<file path="src/verilog/acft_pkg.sv">
// Constants and carrier types for the heartbeat and fault-timer status block
package acft_pkg;
    // Register offsets: write offset, host reads at offset plus one
    localparam logic [7:0] RETURNED_HEARTBEAT_OFS = 8'hE6;
    localparam logic [7:0] FAULT_SECONDS_LOW_OFS = 8'hEA;
    localparam logic [7:0] FAULT_SECONDS_HIGH_OFS = 8'hEC;
    localparam logic [7:0] READ_OFFSET_STEP = 8'h01;
    // Field widths and reset values
    localparam int HEARTBEAT_W = 8;
    localparam int TXN_COUNT_W = 3;
    localparam int SECONDS_W = 16;
    localparam logic [7:0] HEARTBEAT_RESET = 8'h00;
    localparam logic [2:0] TXN_COUNT_RESET = 3'h0;
    localparam logic [2:0] TXN_COUNT_MAX = 3'h7;
    localparam logic [15:0] SECONDS_RESET = 16'h0000;
    localparam logic [15:0] SECONDS_MAX = 16'hFFFF;
    localparam logic [7:0] READ_UNMAPPED = 8'h00;
    // Timing: system clock and one second
    localparam longint CLK_HZ = 40000000;
    localparam longint SECOND_S = 1;
    localparam int CYCLES_PER_SECOND = int'(CLK_HZ * SECOND_S);

    // Daisy-chain transaction events from the lock-step machinery
    typedef struct packed {
        logic txnSent;                // Frame left the transmit buffer
        logic txnReturned;            // Frame arrived in the receive buffer
        logic [7:0] returnedByte;     // Heartbeat byte carried back
    } acft_chain_s;

    // Low-power mode events and alert levels
    typedef struct packed {
        logic sleepEntry;             // Pulse: sleep mode starts
        logic safeMonEntry;           // Pulse: safe-monitoring mode starts
        logic sleepAlertFlag;         // Level: sleep alert status bit
        logic safeMonitorAlertFlag;   // Level: safe-monitor alert status bit
    } acft_mode_s;

    // Fault timer states
    typedef enum logic [1:0] {
        TIMER_IDLE = 2'b01,
        TIMER_RUN = 2'b10
    } acft_timer_e;
endpackage : acft_pkg

</file>
<file path="src/verilog/acft_status.sv">
// Heartbeat capture, outstanding-transaction count and fault seconds timer

module acft_status #(
    parameter int CYCLES_PER_SECOND = acft_pkg::CYCLES_PER_SECOND
) (
    input wire logic clk_sys,                    // System clock, 40 MHz
    input wire logic reset,                      // Synchronous reset, active high
    input wire logic heartbeatEnable,            // Automatic heartbeat capture on
    input wire acft_pkg::acft_chain_s chain,     // Transaction events
    input wire logic lockstepClearCommand,       // Clear pulse for lock-step state
    input wire logic faultDebounced,             // Pulse: fault passed debounce
    input wire acft_pkg::acft_mode_s mode,       // Mode entries and alert levels
    input wire logic regRead,                    // Host read strobe
    input wire logic [7:0] regAddr,              // Host read address
    output logic [7:0] regReadData,              // Read data, valid next cycle
    output logic regReadValid,                   // Pulse: regReadData valid
    output logic [7:0] returnedHeartbeatByte,    // Last returned heartbeat
    output logic [2:0] outstandingTxnCount,      // Transactions in flight
    output logic [15:0] faultSeconds,            // Seconds since fault
    output logic faultTimerRunning               // Timer counting
);
    logic [7:0] heartbeat_q;
    logic [7:0] heartbeat_d;
    logic [2:0] txnCount_q;
    logic [2:0] txnCount_d;
    logic [15:0] seconds_q;
    logic [15:0] seconds_d;
    acft_pkg::acft_timer_e timer_q;
    acft_pkg::acft_timer_e timer_d;
    logic [7:0] rdData_d;
    logic secondTick;
    logic modeEntry;
    logic alertActive;
    logic timerStart;
    logic [7:0] readData_d;
    logic readValid_d;
    logic timerRunning_d;

    assign modeEntry = mode.sleepEntry | mode.safeMonEntry;
    assign alertActive = mode.sleepAlertFlag | mode.safeMonitorAlertFlag;
    assign timerStart = faultDebounced & alertActive;

    // Second pulses, realigned when a fault starts the timer
    acft_second_tick #(
        .CYCLES(CYCLES_PER_SECOND)
    ) u_tick (
        .clk_sys(clk_sys),
        .reset(reset),
        .restart(timerStart | modeEntry),
        .enable(timer_q == acft_pkg::TIMER_RUN),
        .tick(secondTick)
    );

    // Heartbeat capture and in-flight count
    always_comb begin
        heartbeat_d = heartbeat_q;
        txnCount_d = txnCount_q;
        if (heartbeatEnable && chain.txnReturned) begin
            heartbeat_d = chain.returnedByte;
        end
        // Simultaneous send and return leaves the count unchanged
        if (chain.txnSent && !chain.txnReturned) begin
            if (txnCount_q != acft_pkg::TXN_COUNT_MAX) begin
                txnCount_d = txnCount_q + 3'h1;
            end
        end else if (chain.txnReturned && !chain.txnSent) begin
            if (txnCount_q != acft_pkg::TXN_COUNT_RESET) begin
                txnCount_d = txnCount_q - 3'h1;
            end
        end
        // Clear command overrides any event in the same cycle
        if (lockstepClearCommand) begin
            txnCount_d = acft_pkg::TXN_COUNT_RESET;
        end
    end

    // Fault timer state and seconds count
    always_comb begin
        timer_d = timer_q;
        seconds_d = seconds_q;
        unique case (timer_q)
            acft_pkg::TIMER_IDLE: begin
                if (timerStart) begin
                    timer_d = acft_pkg::TIMER_RUN;
                end
            end
            acft_pkg::TIMER_RUN: begin
                if (!alertActive) begin
                    timer_d = acft_pkg::TIMER_IDLE;
                end else if (secondTick && seconds_q != acft_pkg::SECONDS_MAX) begin
                    seconds_d = seconds_q + 16'h0001;
                end
            end
        endcase
        // Mode entry zeroes the count and stops the timer; a fault on that same cycle still starts it
        if (modeEntry) begin
            seconds_d = acft_pkg::SECONDS_RESET;
            timer_d = timerStart ? acft_pkg::TIMER_RUN : acft_pkg::TIMER_IDLE;
        end
        timerRunning_d = (timer_d == acft_pkg::TIMER_RUN);
    end

    // Read decode; unmapped addresses read as zero
    always_comb begin
        rdData_d = acft_pkg::READ_UNMAPPED;
        if (regAddr == acft_pkg::RETURNED_HEARTBEAT_OFS + acft_pkg::READ_OFFSET_STEP) begin
            rdData_d = heartbeat_q;
        end else if (regAddr == acft_pkg::FAULT_SECONDS_LOW_OFS
                     + acft_pkg::READ_OFFSET_STEP) begin
            rdData_d = seconds_q[7:0];
        end else if (regAddr == acft_pkg::FAULT_SECONDS_HIGH_OFS
                     + acft_pkg::READ_OFFSET_STEP) begin
            rdData_d = seconds_q[15:8];
        end
        // Data holds between reads, so a slow host may fetch it late
        readData_d = regRead ? rdData_d : regReadData;
        readValid_d = regRead;
    end

    // Chain state and its mirrored outputs
    always_ff @(posedge clk_sys) begin
        if (reset) begin
            heartbeat_q <= acft_pkg::HEARTBEAT_RESET;
            txnCount_q <= acft_pkg::TXN_COUNT_RESET;
            returnedHeartbeatByte <= acft_pkg::HEARTBEAT_RESET;
            outstandingTxnCount <= acft_pkg::TXN_COUNT_RESET;
        end else begin
            heartbeat_q <= heartbeat_d;
            txnCount_q <= txnCount_d;
            returnedHeartbeatByte <= heartbeat_d;
            outstandingTxnCount <= txnCount_d;
        end
    end

    // Timer state and its mirrored outputs
    always_ff @(posedge clk_sys) begin
        if (reset) begin
            seconds_q <= acft_pkg::SECONDS_RESET;
            timer_q <= acft_pkg::TIMER_IDLE;
            faultSeconds <= acft_pkg::SECONDS_RESET;
            faultTimerRunning <= 1'b0;
        end else begin
            seconds_q <= seconds_d;
            timer_q <= timer_d;
            faultSeconds <= seconds_d;
            faultTimerRunning <= timerRunning_d;
        end
    end

    // Read port registers
    always_ff @(posedge clk_sys) begin
        if (reset) begin
            regReadData <= acft_pkg::READ_UNMAPPED;
            regReadValid <= 1'b0;
        end else begin
            regReadData <= readData_d;
            regReadValid <= readValid_d;
        end
    end
endmodule : acft_status

</file>
<file path="src/verilog/acft_second_tick.sv">
// Divider that yields a one-cycle pulse each second while enabled
module acft_second_tick #(
    parameter int CYCLES = acft_pkg::CYCLES_PER_SECOND
) (
    input wire logic clk_sys,   // System clock
    input wire logic reset,     // Synchronous reset, active high
    input wire logic restart,   // Start a fresh second
    input wire logic enable,    // Count while high
    output logic tick           // One-cycle pulse per second
);
    logic [31:0] count_q;
    logic [31:0] count_d;
    logic tick_d;

    // Next count; restart realigns so the first tick lands a full second later
    always_comb begin
        count_d = count_q;
        tick_d = 1'b0;
        if (restart) begin
            count_d = 32'h0;
        end else if (enable) begin
            if (count_q == 32'(CYCLES - 1)) begin
                count_d = 32'h0;
                tick_d = 1'b1;
            end else begin
                count_d = count_q + 32'h1;
            end
        end
    end

    // Register stage
    always_ff @(posedge clk_sys) begin
        if (reset) begin
            count_q <= 32'h0;
            tick <= 1'b0;
        end else begin
            count_q <= count_d;
            tick <= tick_d;
        end
    end
endmodule : acft_second_tick

</file>
<file path="config.mk">
export PLATFORM = sky130hd
export DESIGN_NAME = acft_status
export DESIGN_NICKNAME = d
export VERILOG_FILES = /design/src/verilog/acft_pkg.sv /design/src/verilog/acft_status.sv /design/src/verilog/acft_second_tick.sv
export SDC_FILE = /design/constraint.sdc
export NUM_CORES = 1
export LEC_CHECK = 0
export ABC_AREA = 0
export ABC_CLOCK_PERIOD_IN_PS = 2650
export BUFFER_PORTS_ARGS = -buffer_cell sky130_fd_sc_hd__buf_2
export CORE_UTILIZATION = 25
export CTS_CLUSTER_SIZE = 28
export DETAILED_ROUTE_END_ITERATION = 10
export GPL_TIMING_DRIVEN = 0
export PLACE_DENSITY = 0.42
export SYNTH_ARGS = -nofsm -noshare
export SYNTH_HDL_FRONTEND = slang
export SYNTH_SLANG_ARGS = --single-unit
</file>
<file path="constraint.sdc">
create_clock -name clk_sys -period 2.65 [get_ports clk_sys]
set_clock_uncertainty 0.2 [all_clocks]
set_input_delay 0 -clock clk_sys [delete_from_list [all_inputs] [get_ports clk_sys]]
set_output_delay 0 -clock clk_sys [all_outputs]
set_load 0.01 [all_outputs]
</file>
**Word-level counts from Yosys, hierarchy flattened**

Index checks and enable logic that the tools add are counted.

- Bits in registers: 72
- Bits in latches: 0
- RAM bits: 0
- Bits in read-only memories: 0
- Input bits: 28
- Output and inout bits: 37
- Memories: 0

- Add/subtract/negate cells: 4
- $mul: 0
- Divide/modulo/power cells: 0
- Magnitude comparators: 0
- Eq/ne operators: 10
- Shift-type cells: 0
- Multiplexer cells: 14
- Bitwise operators: 5
- Reductions and logical operators: 15

Operators by type and width:

| cell | count |
|---|---|
| 32-bit by 1-bit adder with 32-bit output, second input constant | 1 |
| 32-bit by 26-bit == test with 1-bit output, second input constant | 1 |
| 32-bit 2-to-1 mux | 1 |
| 8-bit == test, second input constant | 3 |
| 8-bit 2-to-1 mux | 3 |
| 16-bit by 1-bit adder with 16-bit output, second input constant | 1 |
| 16-bit != test, second input constant | 1 |
| 3-bit 2-to-1 mux | 4 |
| 2-bit 2-to-1 mux | 4 |
| 3-bit AND reduction | 2 |
| 2-bit OR reduction | 3 |
| 2-bit == test, second input constant | 2 |
| 1-bit logical AND | 4 |
| 2-bit one-hot mux with 2 select lines | 1 |
| 2-bit nonzero test | 2 |
| 3-bit by 1-bit adder with 3-bit output, second input constant | 1 |
| 3-bit != test, second input constant | 1 |
| 1-bit OR | 3 |
| 3-bit nonzero test | 1 |
| 3-bit OR reduction | 1 |
| 3-bit by 1-bit subtractor with 3-bit output, second input constant | 1 |
| 2-bit by 1-bit == test with 1-bit output, second input constant | 1 |
| 1-bit zero test | 2 |
| 2-bit by 1-bit != test with 1-bit output, second input constant | 1 |
| 3 further kinds | 3 |

**Depth between registers and ports, before layout**

Gate-level depths: netlist (run 1).

- Word-level depth: 6
- Mapped depth: 9
- Depth with buffers taken out: 8

**Modules after synthesis**

A second synthesis (run 1) with hierarchy kept.

- Cells, all modules: 431
- Area total of the unflattened synthesis: 3623.5 µm²

Modules (own cells, without submodules):

| module | times used | cells each | area each (µm²) |
|---|---|---|---|
| acft_status | 1 | 237 | 1948.1 |
| acft_second_tick | 1 | 194 | 1675.4 |

**Least setup slack after synthesis (run 1)**

OpenSTA, ideal clock, no wires.

- Kind: reg-to-reg
- Start: register u_tick.count_q[0]
- End: register u_tick.count_q[2]
- Library setup time: 135 ps
- Arrival time: 1922 ps
- Slack: 393 ps
- Cell stages (with the launch flop): 7
- Buffers on the path: 1
- Clock period less this slack: 2257 ps
- Cell sequence: dfxtp_1 ha_1 nand3b_2 or3_1 nor4_4 buf_4 nor3_1

- Word-level cells in the longest chain between the ends: 2
- Elaborated cells between the ends (all ways): 3
- Those cells by class: add/sub (1); eq/ne (1); mux (1)

RTL lines:

| element | RTL line | RTL |
|---|---|---|
| from (decl) | acft_second_tick.sv:11 | `logic [31:0] count_q;` |
| from (signal assigned) | acft_second_tick.sv:37 | `count_q <= count_d;` |
| 32-bit by 1-bit adder with 32-bit output or 32-bit by 26-bit == test with 1-bit output (tied branches) | acft_second_tick.sv:26, acft_second_tick.sv:22 |  |
| 32-bit 2-to-1 mux * | acft_second_tick.sv:22 | `if (count_q == 32'(CYCLES - 1)) begin` |

Mark *: on every way between the ends. The rest lies on a longest branch, timed or not.
A chain may end at the register's enable or synchronous reset.

**Worst setup path after layout (run 1)**

- Start: register seconds_q[2]
- End: register seconds_q[11]

- Word-level cells in the longest chain between the ends: 3
- Elaborated cells between the ends (all ways): 4
- Those cells by class: add/sub (1); eq/ne (1); reduce/logical (2)

RTL lines:

| element | RTL line | RTL |
|---|---|---|
| from (decl) | acft_status.sv:26 | `logic [15:0] seconds_q;` |
| from (signal assigned) | acft_status.sv:138 | `seconds_q <= acft_pkg::SECONDS_RESET;` |
| from (signal assigned) | acft_status.sv:143 | `seconds_q <= seconds_d;` |
| branches (longest 3 deep; another with 16-bit by 1-bit adder with 16-bit output) | - |  |

Several ways; the timed one is not identified.

==> results of run 1 <==
[tightest hold or removal path: stages]
cell and delay, ps:
sky130_fd_sc_hd__buf_2 150, sky130_fd_sc_hd__o21ai_0 220, sky130_fd_sc_hd__nor2_1 140, sky130_fd_sc_hd__nor2_1 50
[metrics by stage]
stage          setup WS (ps)  util [%]
2_1_floorplan            393         -
4_1_cts                 49.3      33.8
3_3_place_gp           -76.1      29.5
3_5_place_dp           -77.7      29.5
6_report                 133      34.1
5_1_grt                 5.78      34.1
[layer usage]
| metal | vias to the layer above | GRT usage (%) |
|---|---|---|
| met5 | - | 0 |
| met4 | 0 | 4.52 |
| met3 | 12 | 3.85 |
| li1 | 1947 | - |
| met2 | 59 | 24.6 |
| met1 | 1863 | 20.4 |
[power breakdown]
group | total [mW] | internal, mW | switching [mW]
registers | 1.11 | 1.10 | 0.0114
logic | 0.163 | 0.0795 | 0.0833
clock network | 1.31 | 0.850 | 0.458
total | 2.58 | 2.02 | 0.553
[worst paths after layout]
path / from / end / slack, ps / cells past startpoint
worst min-delay path: mode[0] / timer_q[0]$_SDFF_PP1_ / 80 / 4
worst min register to register: regReadData[5]$_SDFFE_PP0P_ / regReadData[5]$_SDFFE_PP0P_ / 240 / 2
worst max register to register: seconds_q[2]$_SDFFE_PP0P_ / seconds_q[11]$_SDFFE_PP0P_ / 130 / 5
worst max-delay path: seconds_q[2]$_SDFFE_PP0P_ / seconds_q[11]$_SDFFE_PP0P_ / 130 / 5
[final cells by class]
cell class                 instances  area (µm²)
multi-input combinational        350        2250
sequential                        72        1440
timing repair buffer              95         638
tap                              184         230
clock inverter                     3        65.1
clock buffer                      13         250
fill                            1540        9650
buffer                            20        85.1
inverter                           9        33.8
[registers in the layout, indices dropped and copies added (netlist names)]
register           count
u_tick.count_q        32
u_tick.tick            1
timer_q                2
regReadData            8
txnCount_q             3
heartbeat_q            8
seconds_q             16
faultTimerRunning      1
regReadValid           1
[cells in the mapped netlist, drive strengths merged, types with 13 or more instances]
cell type / n
a21oi: 26
o31ai: 18
or3: 13
nor2: 24
or4: 22
nand3: 29
clkbuf: 15
nor3: 29
nand4: 18
dfxtp: 72
nand2: 40
a211oi: 14
o21ai: 19
[repair_timing]
| action | in CTS | in global routing |
|---|---|---|
| gates resized for setup | 1 | 5 |
| setup endpoints to repair | 26 | 25 |
| endpoints found under the hold margin | 28 | 2 |
| buffers inserted | 0 | 3 |
| hold buffers | 31 | 1 |
| pin swaps | 1 | 1 |
[kinds of logic after synthesis]
logic type | after synthesis | synth area share (%)
compound gates | 111 | 20.2
xor+xnor | 15 | 3.48
fa+ha+maj | 4 | 1.52
buf+inv | 29 | 3.15
flops | 72 | 38.1
mux | 2 | 0.530
simple gates | 218 | 33.0
[cells in the final DEF, fill, tap and decap left out, types with 19 or more instances in the layout]
cell,netlist,layout
sky130_fd_sc_hd__nor3_1,29,28
sky130_fd_sc_hd__dfxtp_1,72,70
sky130_fd_sc_hd__nand2_1,40,40
sky130_fd_sc_hd__nand3_1,29,29
sky130_fd_sc_hd__a21oi_1,26,26
sky130_fd_sc_hd__buf_2,2,63
sky130_fd_sc_hd__or4_1,21,21
sky130_fd_sc_hd__nor2_1,24,24
sky130_fd_sc_hd__o21ai_0,19,19
sky130_fd_sc_hd__dlygate4sd3_1,0,31
==> flow_summary.ini, run 1 <==
[placed_design]
dp.cells = 696
placement_stage_cell_area_mm2 = 0.00431
place.gp.congestion = 0.789
dp_hpwl_mm = 8.11
port_buffers = 61

[cts]
h-tree-depth = 3
tritoncts_num_sinks = 72
tritoncts = built
worst_setup_hold_path_clk_slew_ps = 50
cts-root-to-sink-buffers = 2
worstSkewPairLatency_ps = 340
cts_root_buffer = sky130_fd_sc_hd__clkbuf_16
cts_inserted_buffers = 9

[global_routing]
initial_antenna_violation_count = 0
grt_overflow = 0
grt_max_degree = 12
first_global_vias = 3706
grt_first_pass_wirelength_mm = 19.2
grt_usage_pct = 15.3

[timing]
worst-slew-pin-transition_ps = 1080
holdWs_ps = 78.2
final.period_utilization_pct = 95.0
timing.fmax_ghz = 0.397
number_of_slew_limit_violations_in_the_final_report = 0
finalSetupViolations = 0
timing.slew.headroom_pct = 27.3
period_needed_ps = 2520
totalNegativeSetupSlack_ps = 0
rsz0062_at_grt = false
number_of_hold_violations_in_the_final_report = 0

[detailed_routing]
topRoutingLayerUsed = met4
drc = 10
dr_total_vias = 3881
ant_nets = 0
dr_wl_met2_mm = 5.34
wl_mm = 11.5
met3_length_um = 420
first_iter_violations = 235
dr.pass1.iters = 8
drt-vias-per-instance = 5.20
met1Wirelength_mm = 5.53
detail_route.wl_per_cell_um = 15.4

[synth]
synth-warning-count = 0
synth_edf_count = 0
mappedNetlistNets = 483
yosys_register_bits = 72
synth_area_mm2 = 0.00378
synth-async-reset-ratio_pct = 0
yosysTopAreaCell = sky130_fd_sc_hd__dfxtp_1
synth.area.top_cells = sky130_fd_sc_hd__dfxtp_1 (38%), sky130_fd_sc_hd__or4_1 (4.2%), sky130_fd_sc_hd__nand2_1 (4.0%)
synth.top_cell.area_share_pct = 38.1
gate_count_after_technology_mapping = 451
synth_ff_type = sky130_fd_sc_hd__dfxtp_1
yosysSeqAreaShare_pct = 38.1
post_synth.cell_area_avg_um2 = 8.38
netlist-cell-type-count = 56

[layout]
layout-drive-gt1-share_pct = 17.4
nNetsFinal = 589
area.growth.synth_to_final_pct = 32.1
final_cell_area_mm2 = 0.00499
antenna_cells = 0
fin_cells = 746

[floorplan]
placement_rows = 44
initial_core_util_pct = 25.8
ioPinCount = 65
placeableCoreArea_mm2 = 0.0146
die_height_um = 125
die_x_um = 125
floorplan.die_area_mm2 = 0.0156

[pwr]
report.power.total_mw = 2.58
power.ir.vdd_worst_uv = 266
p_leak_nw = 1.79
power_density_mw_per_mm2 = 516

[flow_run]
maxCapViolCount = 0

[worst_hold_path]
timing.hold.worst.class = in2reg

[worst_setup_path]
critical_path_class = reg2reg
path_buf_inv = 1
crit_fanout = 9
endpoint_kind = flop
slowest_stage = sky130_fd_sc_hd__or4_1
critPathMaxStageDelay_ps = 570
worst_ep_arrival_time_ps = 2580
crit_chain = nand4_1 -> or4_1 -> clkbuf_1 -> or4_1 -> a21oi_1
critPathRequiredTime_ps = 2710
critical-path-top-cell-by-count = sky130_fd_sc_hd__or4_1
critical_path.startpoint_type = flop
critical_path.top_delay_family = simple AND/OR/NAND/NOR gates

[outcome]
status = complete, but fails checks
failed_checks = design-rule violations
Power figures use the tool's default switching activity.
==> run 2, diff against run 1 <==
--- a/config.mk
+++ b/config.mk
@@ -6,13 +6,14 @@
 export NUM_CORES = 1
 export LEC_CHECK = 0
 export ABC_AREA = 0
-export ABC_CLOCK_PERIOD_IN_PS = 2650
+export ABC_CLOCK_PERIOD_IN_PS = 3000
 export BUFFER_PORTS_ARGS = -buffer_cell sky130_fd_sc_hd__buf_2
 export CORE_UTILIZATION = 25
 export CTS_CLUSTER_SIZE = 28
 export DETAILED_ROUTE_END_ITERATION = 10
 export GPL_TIMING_DRIVEN = 0
 export PLACE_DENSITY = 0.42
+export SLEW_MARGIN = 20
 export SYNTH_ARGS = -nofsm -noshare
 export SYNTH_HDL_FRONTEND = slang
 export SYNTH_SLANG_ARGS = --single-unit
==> constraint.sdc (replaced) <==
create_clock -name clk_sys -period 3 [get_ports clk_sys]
set_clock_uncertainty 0.2 [all_clocks]
set_input_delay 0 -clock clk_sys [delete_from_list [all_inputs] [get_ports clk_sys]]
set_output_delay 0 -clock clk_sys [all_outputs]
set_load 0.01 [all_outputs]
==> flow_summary.ini, run 2 (same netlist as run 1, synthesis figures left out) <==
[outcome]
status = complete, but fails checks
failed_checks = design-rule violations

[global_routing]
grt_overflow = 0
grt_usage_pct = 15.2
first_global_vias = 3650
initial_antenna_violation_count = 0
grt_first_pass_wirelength_mm = 18.9
grt_max_degree = 12

[placed_design]
place.gp.congestion = 0.789
dp.cells = 696
port_buffers = 61
dp_hpwl_mm = 8.08

[detailed_routing]
first_iter_violations = 217
drc = 10
dr_total_vias = 3808
detail_route.wl_per_cell_um = 15.2
ant_nets = 0
wl_mm = 11.2
dr.pass1.iters = 7
drt-vias-per-instance = 5.15

[timing]
final.period_utilization_pct = 88.8
rsz0062_at_grt = false
timing.slew.headroom_pct = 48.8
finalSetupViolations = 0
period_needed_ps = 2660
worst-slew-pin-transition_ps = 762
number_of_slew_limit_violations_in_the_final_report = 0
totalNegativeSetupSlack_ps = 0
number_of_hold_violations_in_the_final_report = 0
timing.fmax_ghz = 0.376

[worst_setup_path]
critical_path_class = reg2reg
setup.worst_path.end = u_tick.count_q[4]$_SDFFE_PP0P_
rr_startpoint = u_tick.count_q[0]$_SDFFE_PP0P_
cp.depth = 6
critPathLaunch = u_tick.count_q[0]$_SDFFE_PP0P_
critical_path.top_delay_family = simple AND/OR/NAND/NOR gates
reg2reg_setup_slack_ps = 340
critPathMaxStageDelay_ps = 670
crit_chain = ha_1 -> nand3b_2 -> or3_1 -> nor4_4 -> buf_4 -> nor3_1
critPathRequiredTime_ps = 2990
crit_fanout = 10
path_buf_inv = 1
slowest_stage = sky130_fd_sc_hd__nor4_4
critical_path.startpoint_type = flop
endpoint_kind = flop
worst_ep_arrival_time_ps = 2660
r2r.worst_path.cells = 6
crit-reg2reg-capture = u_tick.count_q[4]$_SDFFE_PP0P_

[cts]
cts_root_buffer = sky130_fd_sc_hd__clkbuf_16
worstSkewPairLatency_ps = 340
cts_inserted_buffers = 9
cts_resized = 0
cts-root-to-sink-buffers = 2
h-tree-depth = 3
worst_setup_hold_path_clk_slew_ps = 60
tritoncts = built
tritoncts_num_sinks = 72
postCtsSetupRepairBufs = 0

[pwr]
power_density_mw_per_mm2 = 460
p_leak_nw = 1.75
power.ir.vdd_worst_uv = 231

[layout]
registers.top_by_ff_count = u_tick.count_q
layout.cells.most_common_list = sky130_fd_sc_hd__dfxtp_1 (72), sky130_fd_sc_hd__buf_2 (63), sky130_fd_sc_hd__nand2_1 (40)
largestRegisters = u_tick.count_q (32), seconds_q (16)
area.growth.synth_to_final_pct = 30.4
fin_cells = 739
final_common_cell = sky130_fd_sc_hd__dfxtp_1
antenna_cells = 0
nNetsFinal = 584
layout-drive-gt1-share_pct = 16.6
max_reg_flops = 32

[floorplan]
placement_rows = 44
die_x_um = 125
floorplan.die_area_mm2 = 0.0156
ioPinCount = 65
placeableCoreArea_mm2 = 0.0146
initial_core_util_pct = 25.8
die_height_um = 125

[worst_hold_path]
min_from = mode[0]
timing.hold.worst.class = in2reg

[flow_run]
maxCapViolCount = 0
-- run 2: changes by cell type in the layout (fill, tap and decap cells not counted), moves of 2 or more --
cell / change
sky130_fd_sc_hd__dfxtp_2: -2
sky130_fd_sc_hd__nor4_2: +2
sky130_fd_sc_hd__dlygate4sd3_1: -2
sky130_fd_sc_hd__dfxtp_1: +2
sky130_fd_sc_hd__buf_4: -3
sky130_fd_sc_hd__clkbuf_1: -2
-- run 2: worst min path at each step --
stage,endpoint,slack [ps],depth (start not counted)
after floorplan,txnCount_q[0]$_SDFFE_PP0P_,-120,1
after global placement,txnCount_q[0]$_SDFFE_PP0P_,7,2
after detailed placement,txnCount_q[2]$_SDFFE_PP0P_,8,2
after CTS,timer_q[0]$_SDFF_PP1_,20,4
after global routing,txnCount_q[1]$_SDFFE_PP0P_,110,4
final,faultTimerRunning$_SDFF_PP0_,50,3
-- run 2: metrics by stage --
step / utilization, % / hold slack (ps) / power, mW / area [µm²] / worst slack [ps]
after global routing: 33.6 / 113 / 2.37 / 4930 / 149
after detailed placement: 29.5 / 8.11 / 1.11 / 4320 / 320
after global placement: 29.5 / 7.33 / 1.11 / 4310 / 274
after CTS: 33.6 / 19.4 / 2.31 / 4920 / 310
after floorplan: - / -121 / 1.07 / 3780 / 743
final: 33.6 / 54.7 / 2.27 / 4930 / 337
-- run 2: routing by layer --
layer	global-route usage, %	vias to the layer above	wire (µm)
met4	4.59	0	108
met2	24.4	64	5190
met3	4.49	8	423
li1	-	1938	-
met5	0	-	0
met1	19.7	1798	5500
-- run 2: area by class of cell --
| cell class | instances | area, µm² |
|---|---|---|
| Multi-Input combinational cell | 350 | 2230 |
| Fill cell | 1553 | 9720 |
| Tap cell | 184 | 230 |
| Inverter | 9 | 33.8 |
| Buffer | 20 | 85.1 |
| Sequential cell | 72 | 1440 |
| Clock buffer | 11 | 243 |
| Clock inverter | 3 | 67.6 |
| Timing Repair Buffer | 90 | 596 |
-- run 2: repair_timing --
action | 4_1_cts | 5_1_grt
hold buffers | 29 | 0
endpoints found under the hold margin | 28 | 0
setup endpoints to repair | 0 | 0
-- run 2: where the power goes --
part | total, mW | switching, mW | internal [mW]
sequential | 0.978 | 0.0102 | 0.967
clock | 1.15 | 0.406 | 0.742
combinational | 0.142 | 0.0727 | 0.0690
total | 2.27 | 0.489 | 1.78
-- run 2: worst reg2reg max path: cells and delay by family (launching register included) --
family | cells | cell delay (ps)
buf+inv | 1 | 310
fa+ha+maj | 1 | 230
flops | 1 | 390
simple gates | 4 | 1400
==> run 3, diff against run 2 <==
--- a/config.mk
+++ b/config.mk
@@ -6,13 +6,14 @@
 export NUM_CORES = 1
 export LEC_CHECK = 0
 export ABC_AREA = 0
-export ABC_CLOCK_PERIOD_IN_PS = 3000
+export ABC_CLOCK_PERIOD_IN_PS = 2850
 export BUFFER_PORTS_ARGS = -buffer_cell sky130_fd_sc_hd__buf_2
 export CORE_UTILIZATION = 25
 export CTS_CLUSTER_SIZE = 28
 export DETAILED_ROUTE_END_ITERATION = 10
 export GPL_TIMING_DRIVEN = 0
 export PLACE_DENSITY = 0.42
+export SKIP_CTS_REPAIR_TIMING = 1
 export SLEW_MARGIN = 20
 export SYNTH_ARGS = -nofsm -noshare
 export SYNTH_HDL_FRONTEND = slang
==> constraint.sdc (replaced) <==
create_clock -name clk_sys -period 2.85 [get_ports clk_sys]
set_clock_uncertainty 0.2 [all_clocks]
set_input_delay 0 -clock clk_sys [delete_from_list [all_inputs] [get_ports clk_sys]]
set_output_delay 0 -clock clk_sys [all_outputs]
set_load 0.01 [all_outputs]
==> flow_summary.ini, run 3 (same netlist as run 1, synthesis figures left out) <==
[worst_setup_path]
endpoint_kind = flop
critical_path_class = reg2reg
worst_ep_arrival_time_ps = 2510
critPathMaxStageDelay_ps = 530
r2r.worst_path.cells = 6
path_buf_inv = 1
cp.depth = 6
crit_chain = ha_1 -> nand3b_2 -> or3_1 -> nor4_4 -> buf_4 -> nor3_1
crit_fanout = 10
slowest_stage = sky130_fd_sc_hd__nor4_4
critPathRequiredTime_ps = 2840
critical_path.top_delay_family = simple AND/OR/NAND/NOR gates
critical_path.startpoint_type = flop

[floorplan]
placement_rows = 44
ioPinCount = 65
placeableCoreArea_mm2 = 0.0146
die_height_um = 125
floorplan.die_area_mm2 = 0.0156
die_x_um = 125
initial_core_util_pct = 25.8

[timing]
holdWs_ps = -60.6
worst-slew-pin-transition_ps = 771
period_needed_ps = 2520
timing.fmax_ghz = 0.397
totalNegativeSetupSlack_ps = 0
finalSetupViolations = 0
number_of_slew_limit_violations_in_the_final_report = 0
number_of_hold_violations_in_the_final_report = 10
rsz0062_at_grt = false
final.period_utilization_pct = 88.5
timing.slew.headroom_pct = 48.2

[worst_hold_path]
timing.hold.worst.class = in2reg
holdPathStages = 4

[cts]
cts-root-to-sink-buffers = 2
tritoncts_num_sinks = 72
worstSkewPairLatency_ps = 340
cts_root_buffer = sky130_fd_sc_hd__clkbuf_16
worst_setup_hold_path_clk_slew_ps = 60
tritoncts = built
cts_inserted_buffers = 9
h-tree-depth = 3

[layout]
final_common_cell = sky130_fd_sc_hd__dfxtp_1
max_reg_flops = 32
largestRegisters = u_tick.count_q (32), seconds_q (16)
layout.cells.most_common_list = sky130_fd_sc_hd__dfxtp_1 (72), sky130_fd_sc_hd__buf_2 (63), sky130_fd_sc_hd__nand2_1 (40), sky130_fd_sc_hd__nor3_1 (29), sky130_fd_sc_hd__nand3_1 (29)
nNetsFinal = 578
final_core_util_pct = 33.2
layout-drive-gt1-share_pct = 16.8
registers.top_by_ff_count = u_tick.count_q
area.growth.synth_to_final_pct = 28.8
antenna_cells = 0

[detailed_routing]
dr.pass1.iters = 7
drc = 10
ant_nets = 0
wl_mm = 11.2
first_iter_violations = 176
detail_route.wl_per_cell_um = 15.3
dr_total_vias = 3774
drt-vias-per-instance = 5.15

[pwr]
report.power.total_mw = 2.38
sw_frac_of_total_pct = 21.6
internal_power_mw = 1.87
combPwrFrac_pct = 6.0
net-switching-power_uw = 514
power.ir.vdd_worst_uv = 243
p_leak_nw = 1.72
power_density_mw_per_mm2 = 489
clockPowerShare_pct = 50.8
pwr-share-seq_pct = 43.2

[global_routing]
grt_overflow = 0
grt_first_pass_wirelength_mm = 18.4
initial_antenna_violation_count = 0
grt_usage_pct = 14.9
first_global_vias = 3516
grt_max_degree = 12

[placed_design]
place.gp.congestion = 0.789
port_buffers = 61
dp_hpwl_mm = 8.08

[outcome]
status = complete, but fails checks
failed_checks = design-rule violations, negative hold slack

[flow_run]
maxCapViolCount = 0
==> run 3: layout make-up <==
cell class / count / area (µm²)
Sequential cell: 72 / 1440
Clock buffer: 11 / 243
Buffer: 20 / 85.1
Timing Repair Buffer: 84 / 536
Inverter: 9 / 33.8
Clock inverter: 3 / 67.6
Multi-Input combinational cell: 350 / 2230
Fill cell: 1559 / 9780
Tap cell: 184 / 230
==> run 3: routing by layer <==
layer	GRT usage, %	routed length [µm]	vias up
li1	-	-	1922
met1	19.4	5480	1777
met2	23.8	5240	71
met3	4.54	436	4
met4	4.02	58	0
met5	0	0	-
==> run 3: path summary, 6_finish.rpt <==
path,startpoint,to,slack [ps]
setup / recovery,u_tick.count_q[0]$_SDFFE_PP0P_,u_tick.count_q[4]$_SDFFE_PP0P_,330
hold / removal,mode[1],timer_q[1]$_SDFF_PP0_,-60
setup reg to reg,u_tick.count_q[0]$_SDFFE_PP0P_,u_tick.count_q[4]$_SDFFE_PP0P_,330
hold reg to reg,regReadData[5]$_SDFFE_PP0P_,regReadData[5]$_SDFFE_PP0P_,240
==> run 3: worst min-delay path: stages <==
cell,delay [ps]
sky130_fd_sc_hd__buf_2,150
sky130_fd_sc_hd__o31a_1,120
sky130_fd_sc_hd__o21ai_0,70
sky130_fd_sc_hd__o21ai_0,90
==> run 3: power groups by stage <==
stage / clock network, mW / registers (mW) / logic (mW)
after CTS: 1.25 / 1.03 / 0.121
after detailed placement: 0 / 1.05 / 0.121
after floorplan: 0 / 1.05 / 0.0678
after global routing: 1.30 / 1.03 / 0.161
after global placement: 0 / 1.05 / 0.119
final: 1.21 / 1.03 / 0.143
==> run 3: stage by stage <==
| step | setup WS, ps | area [µm²] | std cells |
|---|---|---|---|
| final | 328 | 4870 | 733 |
| after global routing | 128 | 4870 | 733 |
| after CTS | 160 | 4630 | 710 |
| after detailed placement | 170 | 4320 | 696 |
| after global placement | 124 | 4310 | 696 |
| after floorplan | 593 | 3780 | 451 |
